[src/logic/clr_pkg.sv]
// package: register map, field layouts, reset values and carriers of the charger limit registers
// Functional notes
// - 20 mOhm sense: limit field bits 12..2, 4mA per lsb, others unused.
// - 10 mOhm sense: same field, 8mA per lsb, top at 12160mA.
// - limit writes keep field bits only and clamp at code 10111110000.
// - adapter power-on reset loads primary limit from the preset pin value.
// - secondary reset to 1.5A unless battery came first, then keeps value.
// - both limit registers read back their stored content.
// - secondary limit masks and clamps exactly like the primary.
// - duration register written by word command 38, only valid bits stored.
// - bits 2:0 pick primary level duration, 10/20/15/5/1/0.5/0.1/0 ms.
// - bits 10:8 pick secondary duration, 10us default through 10ms.
// - voltage ceiling word command 15, field bits 13..3, 8mV step.
// - voltage writes keep valid bits and clamp at code 11011000000.
// - ceiling is charge limit and bus target when battery absent or idle.
package clr_pkg;
  // ****************
  // command codes
  // ****************
  localparam logic [7:0] CMD_VOLT_CEIL = 8'h15;
  localparam logic [7:0] CMD_DURATIONS = 8'h38;
  localparam logic [7:0] CMD_LIM_SEC = 8'h3B;
  localparam logic [7:0] CMD_LIM_PRI = 8'h3F;
  // ****************
  // field layouts
  // ****************
  localparam int LIM_LSB = 2;
  localparam int LIM_W = 11;
  localparam logic [10:0] LIM_MAX = 11'h5F0;
  localparam int VOLT_LSB = 3;
  localparam int VOLT_W = 11;
  localparam logic [10:0] VOLT_MAX = 11'h6C0;
  localparam int DUR1_LSB = 0;
  localparam int DUR2_LSB = 8;
  localparam int DUR_W = 3;
  // ****************
  // reset values
  // ****************
  // the preset pin only loads on adapter power-on, so a plain reset starts from zero
  localparam logic [10:0] LIM_PRI_RST = 11'h000;
  // 1.5A at 4mA per lsb is 375 codes
  localparam logic [10:0] LIM_SEC_RST = 11'h177;
  localparam logic [15:0] DUR_RST = 16'h0000;
  localparam logic [10:0] VOLT_RST = 11'h000;
  typedef enum logic [2:0] {
    PRI_10MS, PRI_20MS, PRI_15MS, PRI_5MS, PRI_1MS, PRI_500US, PRI_100US, PRI_0MS
  } clr_pri_dur_t;
  typedef enum logic [2:0] {
    SEC_10US, SEC_100US, SEC_500US, SEC_1MS, SEC_300US, SEC_750US, SEC_2MS, SEC_10MS
  } clr_sec_dur_t;
  // word access from the host link
  typedef struct packed {
    logic wr;
    logic rd;
    logic [7:0] cmd;
    logic [15:0] data;
  } clr_req_t;
  typedef struct packed {
    logic [10:0] lim_pri;
    logic [10:0] lim_sec;
    clr_pri_dur_t dur_pri;
    clr_sec_dur_t dur_sec;
    logic [10:0] volt_ceil;
  } clr_cfg_t;
endpackage

[src/logic/clr_field.sv]
// leaf: mask a written word to its field and clamp to the field maximum
`timescale 1ns/1ps
`default_nettype none
module clr_field #(
  parameter int LSB = 2,
  parameter int W = 11,
  parameter logic [10:0] MAXV = 11'h5F0
) (
  // raw word
  input wire logic [15:0] word,
  // clamped field
  output logic [W-1:0] field
);
  logic [W-1:0] raw;
  assign raw = word[LSB +: W];
  assign field = (raw > MAXV[W-1:0]) ? MAXV[W-1:0] : raw;
endmodule
`default_nettype wire

[src/logic/clr_regs.sv]
// top: charger limit register bank behind the word access port
`timescale 1ns/1ps
`default_nettype none
module clr_regs import clr_pkg::*; (
  // clock and reset
  input wire logic ref_clk,
  input wire logic rst_b,
  // word access from the bus engine
  input wire clr_req_t req,
  output logic [15:0] rd_data,
  output logic rd_valid,
  // system status
  input wire logic adapter_por,
  input wire logic [10:0] limit_preset_pin,
  input wire logic batt_first,
  input wire logic batt_present,
  input wire logic charging,
  // values to the analog loops
  output clr_cfg_t cfg,
  output logic [10:0] full_charge_limit,
  output logic [10:0] bus_reg_target,
  output logic bus_reg_active
);
  // ****************
  // decode helpers
  // ****************
  // one selector feeds both the write and the read path, so the two never disagree on a code
  typedef enum logic [2:0] {
    SEL_NONE,
    SEL_LIM_PRI,
    SEL_LIM_SEC,
    SEL_DURATIONS,
    SEL_VOLT_CEIL
  } clr_sel_t;

  function automatic clr_sel_t decode_cmd(input logic [7:0] c);
    case (c)
      CMD_LIM_PRI: return SEL_LIM_PRI;
      CMD_LIM_SEC: return SEL_LIM_SEC;
      CMD_DURATIONS: return SEL_DURATIONS;
      CMD_VOLT_CEIL: return SEL_VOLT_CEIL;
      default: return SEL_NONE;
    endcase
  endfunction

  // limit channel 0 answers the primary code, channel 1 the secondary
  function automatic clr_sel_t lim_chan_sel(input int ch);
    return (ch == 0) ? SEL_LIM_PRI : SEL_LIM_SEC;
  endfunction

  clr_sel_t wr_sel;
  clr_sel_t rd_sel;
  always_comb begin
    wr_sel = req.wr ? decode_cmd(req.cmd) : SEL_NONE;
    rd_sel = req.rd ? decode_cmd(req.cmd) : SEL_NONE;
  end

  // ****************
  // adapter limit channels
  // ****************
  localparam int LIM_CH = 2;
  logic [LIM_W-1:0] lim_preset;
  logic [LIM_W-1:0] lim_q [LIM_CH];
  logic [LIM_CH-1:0] por_keep;
  logic [LIM_W-1:0] por_val [LIM_CH];

  // the preset code goes through the same clamp as a host write
  clr_field #(.LSB(LIM_LSB), .W(LIM_W), .MAXV(LIM_MAX)) u_preset (
    .word(16'(limit_preset_pin) << LIM_LSB),
    .field(lim_preset)
  );

  // what an adapter power-on reset does to each channel
  always_comb begin
    por_keep[0] = 1'b0;
    por_val[0] = lim_preset;
    por_keep[1] = batt_first;
    por_val[1] = LIM_SEC_RST;
  end

  for (genvar ch = 0; ch < LIM_CH; ch++) begin : g_lim
    logic [LIM_W-1:0] wr_val;
    logic [LIM_W-1:0] lim_ff, nxt_lim;
    // each channel has its own mask and clamp, identical by construction
    clr_field #(.LSB(LIM_LSB), .W(LIM_W), .MAXV(LIM_MAX)) u_lim (
      .word(req.data),
      .field(wr_val)
    );
    // adapter power-on reset wins over a same-cycle write, also when the value is kept
    always_comb begin
      nxt_lim = lim_ff;
      if (adapter_por) begin
        if (!por_keep[ch]) begin
          nxt_lim = por_val[ch];
        end
      end else if (wr_sel == lim_chan_sel(ch)) begin
        nxt_lim = wr_val;
      end
    end
    always_ff @(posedge ref_clk) begin
      if (!rst_b) begin
        lim_ff <= (ch == 0) ? LIM_PRI_RST : LIM_SEC_RST;
      end else begin
        lim_ff <= nxt_lim;
      end
    end
    assign lim_q[ch] = lim_ff;
  end

  // ****************
  // level durations
  // ****************
  clr_pri_dur_t dur_pri_ff, nxt_dur_pri;
  clr_sec_dur_t dur_sec_ff, nxt_dur_sec;

  // bits outside the two code fields have no storage at all
  always_comb begin
    nxt_dur_pri = dur_pri_ff;
    nxt_dur_sec = dur_sec_ff;
    if (wr_sel == SEL_DURATIONS) begin
      nxt_dur_pri = clr_pri_dur_t'(req.data[DUR1_LSB +: DUR_W]);
      nxt_dur_sec = clr_sec_dur_t'(req.data[DUR2_LSB +: DUR_W]);
    end
  end

  always_ff @(posedge ref_clk) begin
    if (!rst_b) begin
      dur_pri_ff <= clr_pri_dur_t'(DUR_RST[DUR1_LSB +: DUR_W]);
      dur_sec_ff <= clr_sec_dur_t'(DUR_RST[DUR2_LSB +: DUR_W]);
    end else begin
      dur_pri_ff <= nxt_dur_pri;
      dur_sec_ff <= nxt_dur_sec;
    end
  end

  // ****************
  // voltage ceiling
  // ****************
  logic [VOLT_W-1:0] volt_wr;
  logic [VOLT_W-1:0] volt_ff, nxt_volt;

  clr_field #(.LSB(VOLT_LSB), .W(VOLT_W), .MAXV(VOLT_MAX)) u_volt (
    .word(req.data),
    .field(volt_wr)
  );

  always_comb begin
    nxt_volt = volt_ff;
    if (wr_sel == SEL_VOLT_CEIL) begin
      nxt_volt = volt_wr;
    end
  end

  always_ff @(posedge ref_clk) begin
    if (!rst_b) begin
      volt_ff <= VOLT_RST;
    end else begin
      volt_ff <= nxt_volt;
    end
  end

  // ****************
  // read path
  // ****************
  logic [15:0] rd_data_ff, nxt_rd_data;
  logic rd_valid_ff, nxt_rd_valid;

  // read data holds between reads so a slow host can still pick it up
  always_comb begin
    nxt_rd_valid = req.rd;
    nxt_rd_data = rd_data_ff;
    if (req.rd) begin
      nxt_rd_data = 16'h0000;
      case (rd_sel)
        SEL_LIM_PRI: nxt_rd_data[LIM_LSB +: LIM_W] = lim_q[0];
        SEL_LIM_SEC: nxt_rd_data[LIM_LSB +: LIM_W] = lim_q[1];
        SEL_DURATIONS: begin
          nxt_rd_data[DUR1_LSB +: DUR_W] = dur_pri_ff;
          nxt_rd_data[DUR2_LSB +: DUR_W] = dur_sec_ff;
        end
        SEL_VOLT_CEIL: nxt_rd_data[VOLT_LSB +: VOLT_W] = volt_ff;
        default: nxt_rd_data = 16'h0000;
      endcase
    end
  end

  always_ff @(posedge ref_clk) begin
    if (!rst_b) begin
      rd_data_ff <= 16'h0000;
      rd_valid_ff <= 1'b0;
    end else begin
      rd_data_ff <= nxt_rd_data;
      rd_valid_ff <= nxt_rd_valid;
    end
  end

  // ****************
  // values to the analog loops
  // ****************
  logic [VOLT_W-1:0] full_ff, nxt_full;
  logic [VOLT_W-1:0] tgt_ff, nxt_tgt;
  logic act_ff, nxt_act;

  // ceiling serves the charge limit always, the bus target when battery absent or not charging; one cycle behind cfg
  always_comb begin
    nxt_full = volt_ff;
    nxt_tgt = volt_ff;
    nxt_act = !batt_present || !charging;
  end

  always_ff @(posedge ref_clk) begin
    if (!rst_b) begin
      full_ff <= VOLT_RST;
      tgt_ff <= VOLT_RST;
      act_ff <= 1'b0;
    end else begin
      full_ff <= nxt_full;
      tgt_ff <= nxt_tgt;
      act_ff <= nxt_act;
    end
  end

  // ****************
  // outputs
  // ****************
  assign cfg = '{
    lim_pri: lim_q[0],
    lim_sec: lim_q[1],
    dur_pri: dur_pri_ff,
    dur_sec: dur_sec_ff,
    volt_ceil: volt_ff
  };
  assign rd_data = rd_data_ff;
  assign rd_valid = rd_valid_ff;
  assign full_charge_limit = full_ff;
  assign bus_reg_target = tgt_ff;
  assign bus_reg_active = act_ff;
endmodule
`default_nettype wire

[config.mk]
export PLATFORM = sky130hd
export DESIGN_NAME = clr_regs
export DESIGN_NICKNAME = d
export VERILOG_FILES = /design/src/logic/clr_pkg.sv /design/src/logic/clr_field.sv /design/src/logic/clr_regs.sv
export SDC_FILE = /design/constraint.sdc
export NUM_CORES = 1
export LEC_CHECK = 0
export ABC_AREA = 1
export BUFFER_PORTS_ARGS = -buffer_cell sky130_fd_sc_hd__buf_2
export CORE_MARGIN = 2
export CORE_UTILIZATION = 50
export CTS_CLUSTER_DIAMETER = 60
export DETAILED_ROUTE_END_ITERATION = 7
export GPL_ROUTABILITY_DRIVEN = 0
export PLACE_DENSITY_LB_ADDON = 0.15
export SLEW_MARGIN = 20
export SYNTH_ARGS = -nofsm -noshare
export SYNTH_HDL_FRONTEND = slang
export SYNTH_HIERARCHICAL = 1
export SYNTH_SLANG_ARGS = --single-unit
[constraint.sdc]
create_clock -name ref_clk -period 2.2 [get_ports ref_clk]
set_clock_uncertainty 0.2 [all_clocks]
set_input_delay 0.44 -clock ref_clk [delete_from_list [all_inputs] [get_ports ref_clk]]
set_output_delay 0.44 -clock ref_clk [all_outputs]
set_load 0.005 [all_outputs]
==> results of run 1 <==
## cells in the mapped netlist, types with 2 or more instances
library cell | number | area (sq um)
nand2_2 | 9 | 56.3
o211a_1 | 11 | 110
nor2_4 | 13 | 146
buf_2 | 2 | 10.0
nand2_1 | 123 | 462
clkinv_1 | 2 | 7.51
inv_2 | 7 | 26.3
dfxtp_1 | 66 | 1320
nand4_1 | 12 | 75.1
nor2_1 | 17 | 63.8
o21ai_1 | 5 | 25.0
buf_4 | 14 | 105
o21ai_0 | 11 | 55.1
nand3_1 | 58 | 290
a21oi_2 | 2 | 17.5
clkbuf_1 | 17 | 63.8
nand2_4 | 4 | 45.0
inv_1 | 60 | 225
nand3b_1 | 13 | 97.6
nand3_2 | 5 | 50.1
nand3_4 | 3 | 52.6
nor2_2 | 27 | 169
a21oi_1 | 26 | 130
buf_6 | 5 | 56.3
## flip-flops by register name, summed over array words and instances (netlist names)
name and cells:
g_lim.lim_ff 22, rd_data 14, bus_reg_target 11, nxt_full 11
dur_pri_ff 3, dur_sec_ff 3, bus_reg_active 1, rd_valid 1
## power breakdown
part	leakage (uW)	switching (uW)	total (uW)	internal [uW]
sequential	0.000536	25.7	1250	1220
combinational	0.00170	205	331	126
clock	0.0000987	499	1050	554
total	0.00234	729	2630	1900
## worst reg2reg max path, stage by stage, from the launching register on
cell and delay (ps):
dfxtp_1 450, nand3_1 100, nand2_1 130, nor2_1 60, a21oi_1 100
## logic make-up after synthesis
group / after synthesis / share of synthesized area (%)
flip-flops: 66 / 35.5
AND/OR/NAND/NOR: 288 / 41.9
AO/OA/AOI/OAI: 56 / 9.30
buffers and inverters: 107 / 13.3
other: 1 / 0.101
## worst min-delay path by stage
stage,slack (ps),startpoint,to,cells after the start
2_1_floorplan,250,nxt_full[0],bus_reg_target[0],2
3_3_place_gp,250,dur_pri_ff[1],dur_pri_ff[1],2
3_5_place_dp,250,rd_data[10],rd_data[10],2
4_1_cts,50,charging,bus_reg_active,2
6_report,60,charging,bus_reg_active,2
5_1_grt,70,charging,bus_reg_active,2
## area by class of cell
cell class / instances / area (sq um)
clock buffers: 10 / 138
clock inverters: 6 / 63.8
fillers: 722 / 2800
inverters: 69 / 259
multi-input cells: 346 / 1910
flip-flops and latches: 66 / 1320
well taps: 99 / 124
repair buffers: 124 / 638
## metrics by stage
step           utilization (%)  worst slack, ps  power, uW
3_3_place_gp              58.7              108       1600
3_5_place_dp              58.7             76.7       1600
2_1_floorplan                -              529       1480
5_1_grt                   61.5              238       2730
6_report                  61.5              395       2630
4_1_cts                   61.5              436       2640
## routing by layer
layer | GRT usage, % | wire [microns] | up-vias
met4 | 10.0 | 253 | 0
met5 | 0 | 0 | -
met1 | 33.3 | 4510 | 1677
li1 | - | - | 1834
met3 | 4.51 | 577 | 16
met2 | 42.7 | 4860 | 113
==> summary.txt, run 1 <==
Power
  – Pwr dens: just under 600 mW/mm^2
  – Leakage power: 0.00234 uW
  – Worst VDD drop: 0.000465 V

Yosys
  – Number of library cell types mapped by synthesis: 30
  – Yosys Warn Count: 6
  – Async SR Flop Fraction: 0%
  – Mean Syn Cell Area: ~7.2 sq um
  – Mapped cell area: approximately 0.0037 sq mm
  – Seq cells post-synth: between 60 and 70
  – Sequential area share after synthesis: 35.5%
  – Syn Inst Count: roughly 520
  – Ys flop type: dfxtp_1
  – EDFF count, synth: 0

Clocking
  – Root buffer cell: clkbuf_8
  – Post-CTS Hold Buffers: 0
  – CTS tree: built
  – Reg clk slew, reported paths: around 70 ps
  – Clock latency on the worst-skew pair: about 350 ps
  – CTS Buf Count: 9
  – CTS Sinks: between 60 and 70
  – Post-CTS Resized: 0
  – H-Tree Level Count: 3
  – Post-CTS setup buffers: 0
  – Clock buffer depth: 2

Critical path
  – R2R Setup Slk: 1090 ps
  – Crit Reg-Reg Endpoint: rd_data[8]
  – Launching point of the worst reg2reg path: g_lim[0].lim_ff[6]
  – CP endpoint: g_lim[0].lim_ff[0]
  – Setup CP Type: in -> reg
  – CP required: roughly 2200 ps
  – Startpoint types: input port
  – Crit path depth: 8
  – WP data arrival: ~1900 ps
  – Crit Path Max Fanout: 22
  – Crit path buf inv count: 1
  – Crit-path cells: buf_2 -> nor2_2 -> nand3_1 -> nor2_2 -> nand2_1 -> nand2_2 -> nand3_1 -> o211a_1
  – Worst reg2reg path depth: 4
  – Crit end category: register
  – Crit-path slowest cell: nand2_2
  – Top cell family by delay on the critical path: simple AND/OR/NAND/NOR gates
  – Largest stage delay on the critical path: approximately 310 ps
  – Worst Setup SP: req[23]

Placement
  – Post-DP HPWL: around 7.7 mm
  – Port buffer count: around 120
  – Placed Instance Area: 0.00426 sq mm
  – Cells after DPL: between 700 and 800

Routing
  – DRC: 0
  – Detailed Route WL: between 10 and 15 mm
  – Router iterations before antenna repair: 4
  – Routed Antenna Nets: 0
  – Wire length per cell: between 10 and 15 microns
  – Vias per inst: 5.06
  – DRT iter0 DRCs: between 200 and 250
  – DR vias: approximately 3600

STA
  – Final Hold Slack: around 60 ps
  – Pins Over Slew Limit: 0
  – Final min period: around 1800 ps
  – Fin crit share: approximately 80%
  – # setup viols final: 0
  – Setup TNS: 0 ps
  – F_max: approximately 550 MHz
  – Unrepaired setup endpoints after global routing: false
  – Slew HR: between 50% and 60%
  – Worst-margin pin slew: about 700 ps
  – Final Hold Viols: 0

GRT
  – Initial antenna violation count: 0
  – GRT Total Usage: between 20% and 30%
  – Pin count of the biggest net entering global routing: 46
  – Vias in the first global route: roughly 3400
  – First-pass GRT wire length: ~17 mm
  – Total gr overflow: 0

Worst hold path
  – Hold crit path type: in -> reg

Final layout
  – Fin area: around 0.0045 sq mm
  – Non-filler instance count after layout: between 700 and 800
  – Commonest non-fill, non-tap cell in the layout: nand2_1
  – Commonest non-fill, non-tap cells in the layout: nand2_1 (123), buf_2 (117), dfxtp_1 (66)
  – Diodes inserted: 0
  – Layout net count: around 660
  – Area growth from synthesis to layout: 19.6%
  – Fraction of layout cells with a size suffix above 1: around 34%

Outcome
  – Status: completed

Flow run
  – Max Cap Viol: 0

Floorplanning
  – Rows: 31
  – Die Span Y: ~90 microns
  – Initial Util: between 50% and 60%
  – Core Area: between 0.007 and 0.008 sq mm
  – Die W: roughly 90 microns
  – # IOs: around 120
  – Full die area: 0.00816 sq mm
Power figures use the tool's default switching activity.
==> run 2, diff against run 1 <==
clock period = 1.8 ns   (was 2.2 ns; I/O delays follow)
==> run 2 against run 1 <==
Design area is 3.6% higher. Setup slack lost 230 ps. First-iteration DRC count grew 9.1%. Combinational power increased by 27%. Non-clock buffer count up 14. Sequential share of layout area shrank 1.0 points. Wire length increased by 2.1%. Register-to-register slack got worse by 370 ps. Clock power is 35% higher. Highest routed layer unchanged.
==> summary.txt, run 2 (synthesis results as in run 1) <==
Clocking
  – Root buffer cell: clkbuf_8
  – Clock buffer depth: 2
  – CTS tree: built
  – Clock latency on the worst-skew pair: about 340 ps
  – CTS Buf Count: 9
  – CTS Sinks: 66
  – H-Tree Level Count: 3
  – Reg clk slew, reported paths: 80 ps

STA
  – Unrepaired setup endpoints after global routing: false
  – Final Hold Slack: approximately 46 ps
  – Pins Over Slew Limit: 0
  – F_max: roughly 600 MHz
  – Final Hold Viols: 0
  – Slew HR: a little over half
  – # setup viols final: 0
  – Worst-margin pin slew: ~700 ps
  – Setup TNS: 0 ps
  – Fin crit share: roughly 91%
  – Final min period: approximately 1600 ps

Final layout
  – Layout Utilization: a little under two thirds
  – Commonest non-fill, non-tap cell in the layout: nand2_1
  – Fraction of layout cells with a size suffix above 1: between 30% and 40%
  – Area growth from synthesis to layout: 23.9%
  – Non-filler instance count after layout: 734
  – Max reg flops: 22
  – Commonest non-fill, non-tap cells in the layout: nand2_1 (123), buf_2 (117), dfxtp_1 (66)
  – Diodes inserted: 0
  – Biggest register: g_lim.lim_ff
  – Layout net count: 673
  – Fillers: between 600 and 700

Routing
  – Detailed Route WL: between 10 and 15 mm
  – Vias per inst: 5.10
  – DRC: 0
  – DR vias: approximately 3700
  – DRT iter0 DRCs: 227
  – Routed Antenna Nets: 0
  – Router iterations before antenna repair: 5
  – Wire length per cell: roughly 14 microns

Critical path
  – Largest stage delay on the critical path: approximately 600 ps
  – Startpoint types: input port
  – Crit Path Max Fanout: 21
  – CP required: about 1800 ps
  – Setup CP Type: in -> reg
  – Top cell family by delay on the critical path: buffers and inverters
  – WP data arrival: 1660 ps
  – Crit-path slowest cell: dlygate4sd3_1
  – Crit path buf inv count: 3
  – Crit end category: register
  – Crit-path cells: buf_2 -> inv_1 -> a21oi_1 -> dlygate4sd3_1

GRT
  – First-pass GRT wire length: between 15 and 20 mm
  – Initial antenna violation count: 0
  – Vias in the first global route: roughly 3400
  – Total gr overflow: 0
  – Pin count of the biggest net entering global routing: 46
  – GRT Total Usage: approximately a quarter

Floorplanning
  – Die W: approximately 90 microns
  – Die Span Y: 90.3 microns
  – # IOs: ~120
  – Rows: 31
  – Full die area: about 0.0082 sq mm
  – Core Area: around 0.0073 sq mm
  – Initial Util: 51.4%

Power
  – Logic pwr share: about 13%
  – Clock network fraction of design power: 42.3%
  – Pwr dens: 729 mW/mm^2
  – Final total power: around 3400 uW
  – Worst VDD drop: 0.000330 V
  – P_int: 2450 uW
  – Switching share of power: between 20% and 30%
  – Switching power total: 915 uW
  – Sequential power share: between 40% and 50%
  – Leakage power: ~0.0024 uW

Placement
  – Post-DP HPWL: approximately 8 mm
  – Cells after DPL: a little over 700
  – Port buffer count: between 100 and 150

Worst hold path
  – Hold crit path type: in -> reg

Flow run
  – Max Cap Viol: 0

Outcome
  – Status: completed
-- run 2: area by class of cell --
type / count / area, sq um / area share (%)
timing repair buffer: 138 / 773 / 16.7
sequential: 66 / 1320 / 28.6
clock buffer: 9 / 124 / 2.68
multi-input combinational: 346 / 1910 / 41.5
clock inverter: 7 / 103 / 2.22
tap: 99 / 124 / 2.68
inverter: 69 / 259 / 5.61
-- run 2: power groups by stage --
stage	clock, uW	sequential (uW)	combinational [uW]
final	1420	1520	420
after global routing	1500	1530	468
after CTS	1430	1520	421
after detailed placement	0	1560	416
after global placement	0	1560	406
after floorplan	0	1550	261
-- run 2: timing repair --
item | in CTS | in global routing
buffers inserted | 0 | 0
resized for setup | 0 | 0
hold endpoints to repair | 1 | 0
hold buffers | 2 | 0
-- run 2: final timing paths --
check,slack [ps],startpoint,cells past startpoint,end
worst min register to register,270,nxt_full[9],2,bus_reg_target[9]
worst max register to register,720,g_lim[0].lim_ff[6],4,rd_data[8]
worst min-delay path,50,req[24],3,rd_valid
worst max-delay path,170,rst_b,4,bus_reg_active
-- run 2: metrics by stage --
step           setup WS (ps)  area (sq um)
6_report                 169          4620
5_1_grt                 63.3          4620
4_1_cts                  200          4620
3_5_place_dp            -134          4370
3_3_place_gp            -123          4370
2_1_floorplan            209          3730
-- run 2: layer usage --
| layer | GRT usage, % | wire length (microns) | vias to the layer above |
|---|---|---|---|
| met4 | 8.72 | 185 | 0 |
| li1 | - | - | 1868 |
| met2 | 44.6 | 5180 | 134 |
| met3 | 3.76 | 586 | 14 |
| met1 | 32.4 | 4450 | 1731 |
| met5 | 0 | 0 | - |
-- run 2: worst reg2reg max path, cell delays in order, from the launching register on --
cell and delay [ps]:
dfxtp_1 440, nand3_1 110, nand2_1 110, nor2_1 50, a21oi_1 100
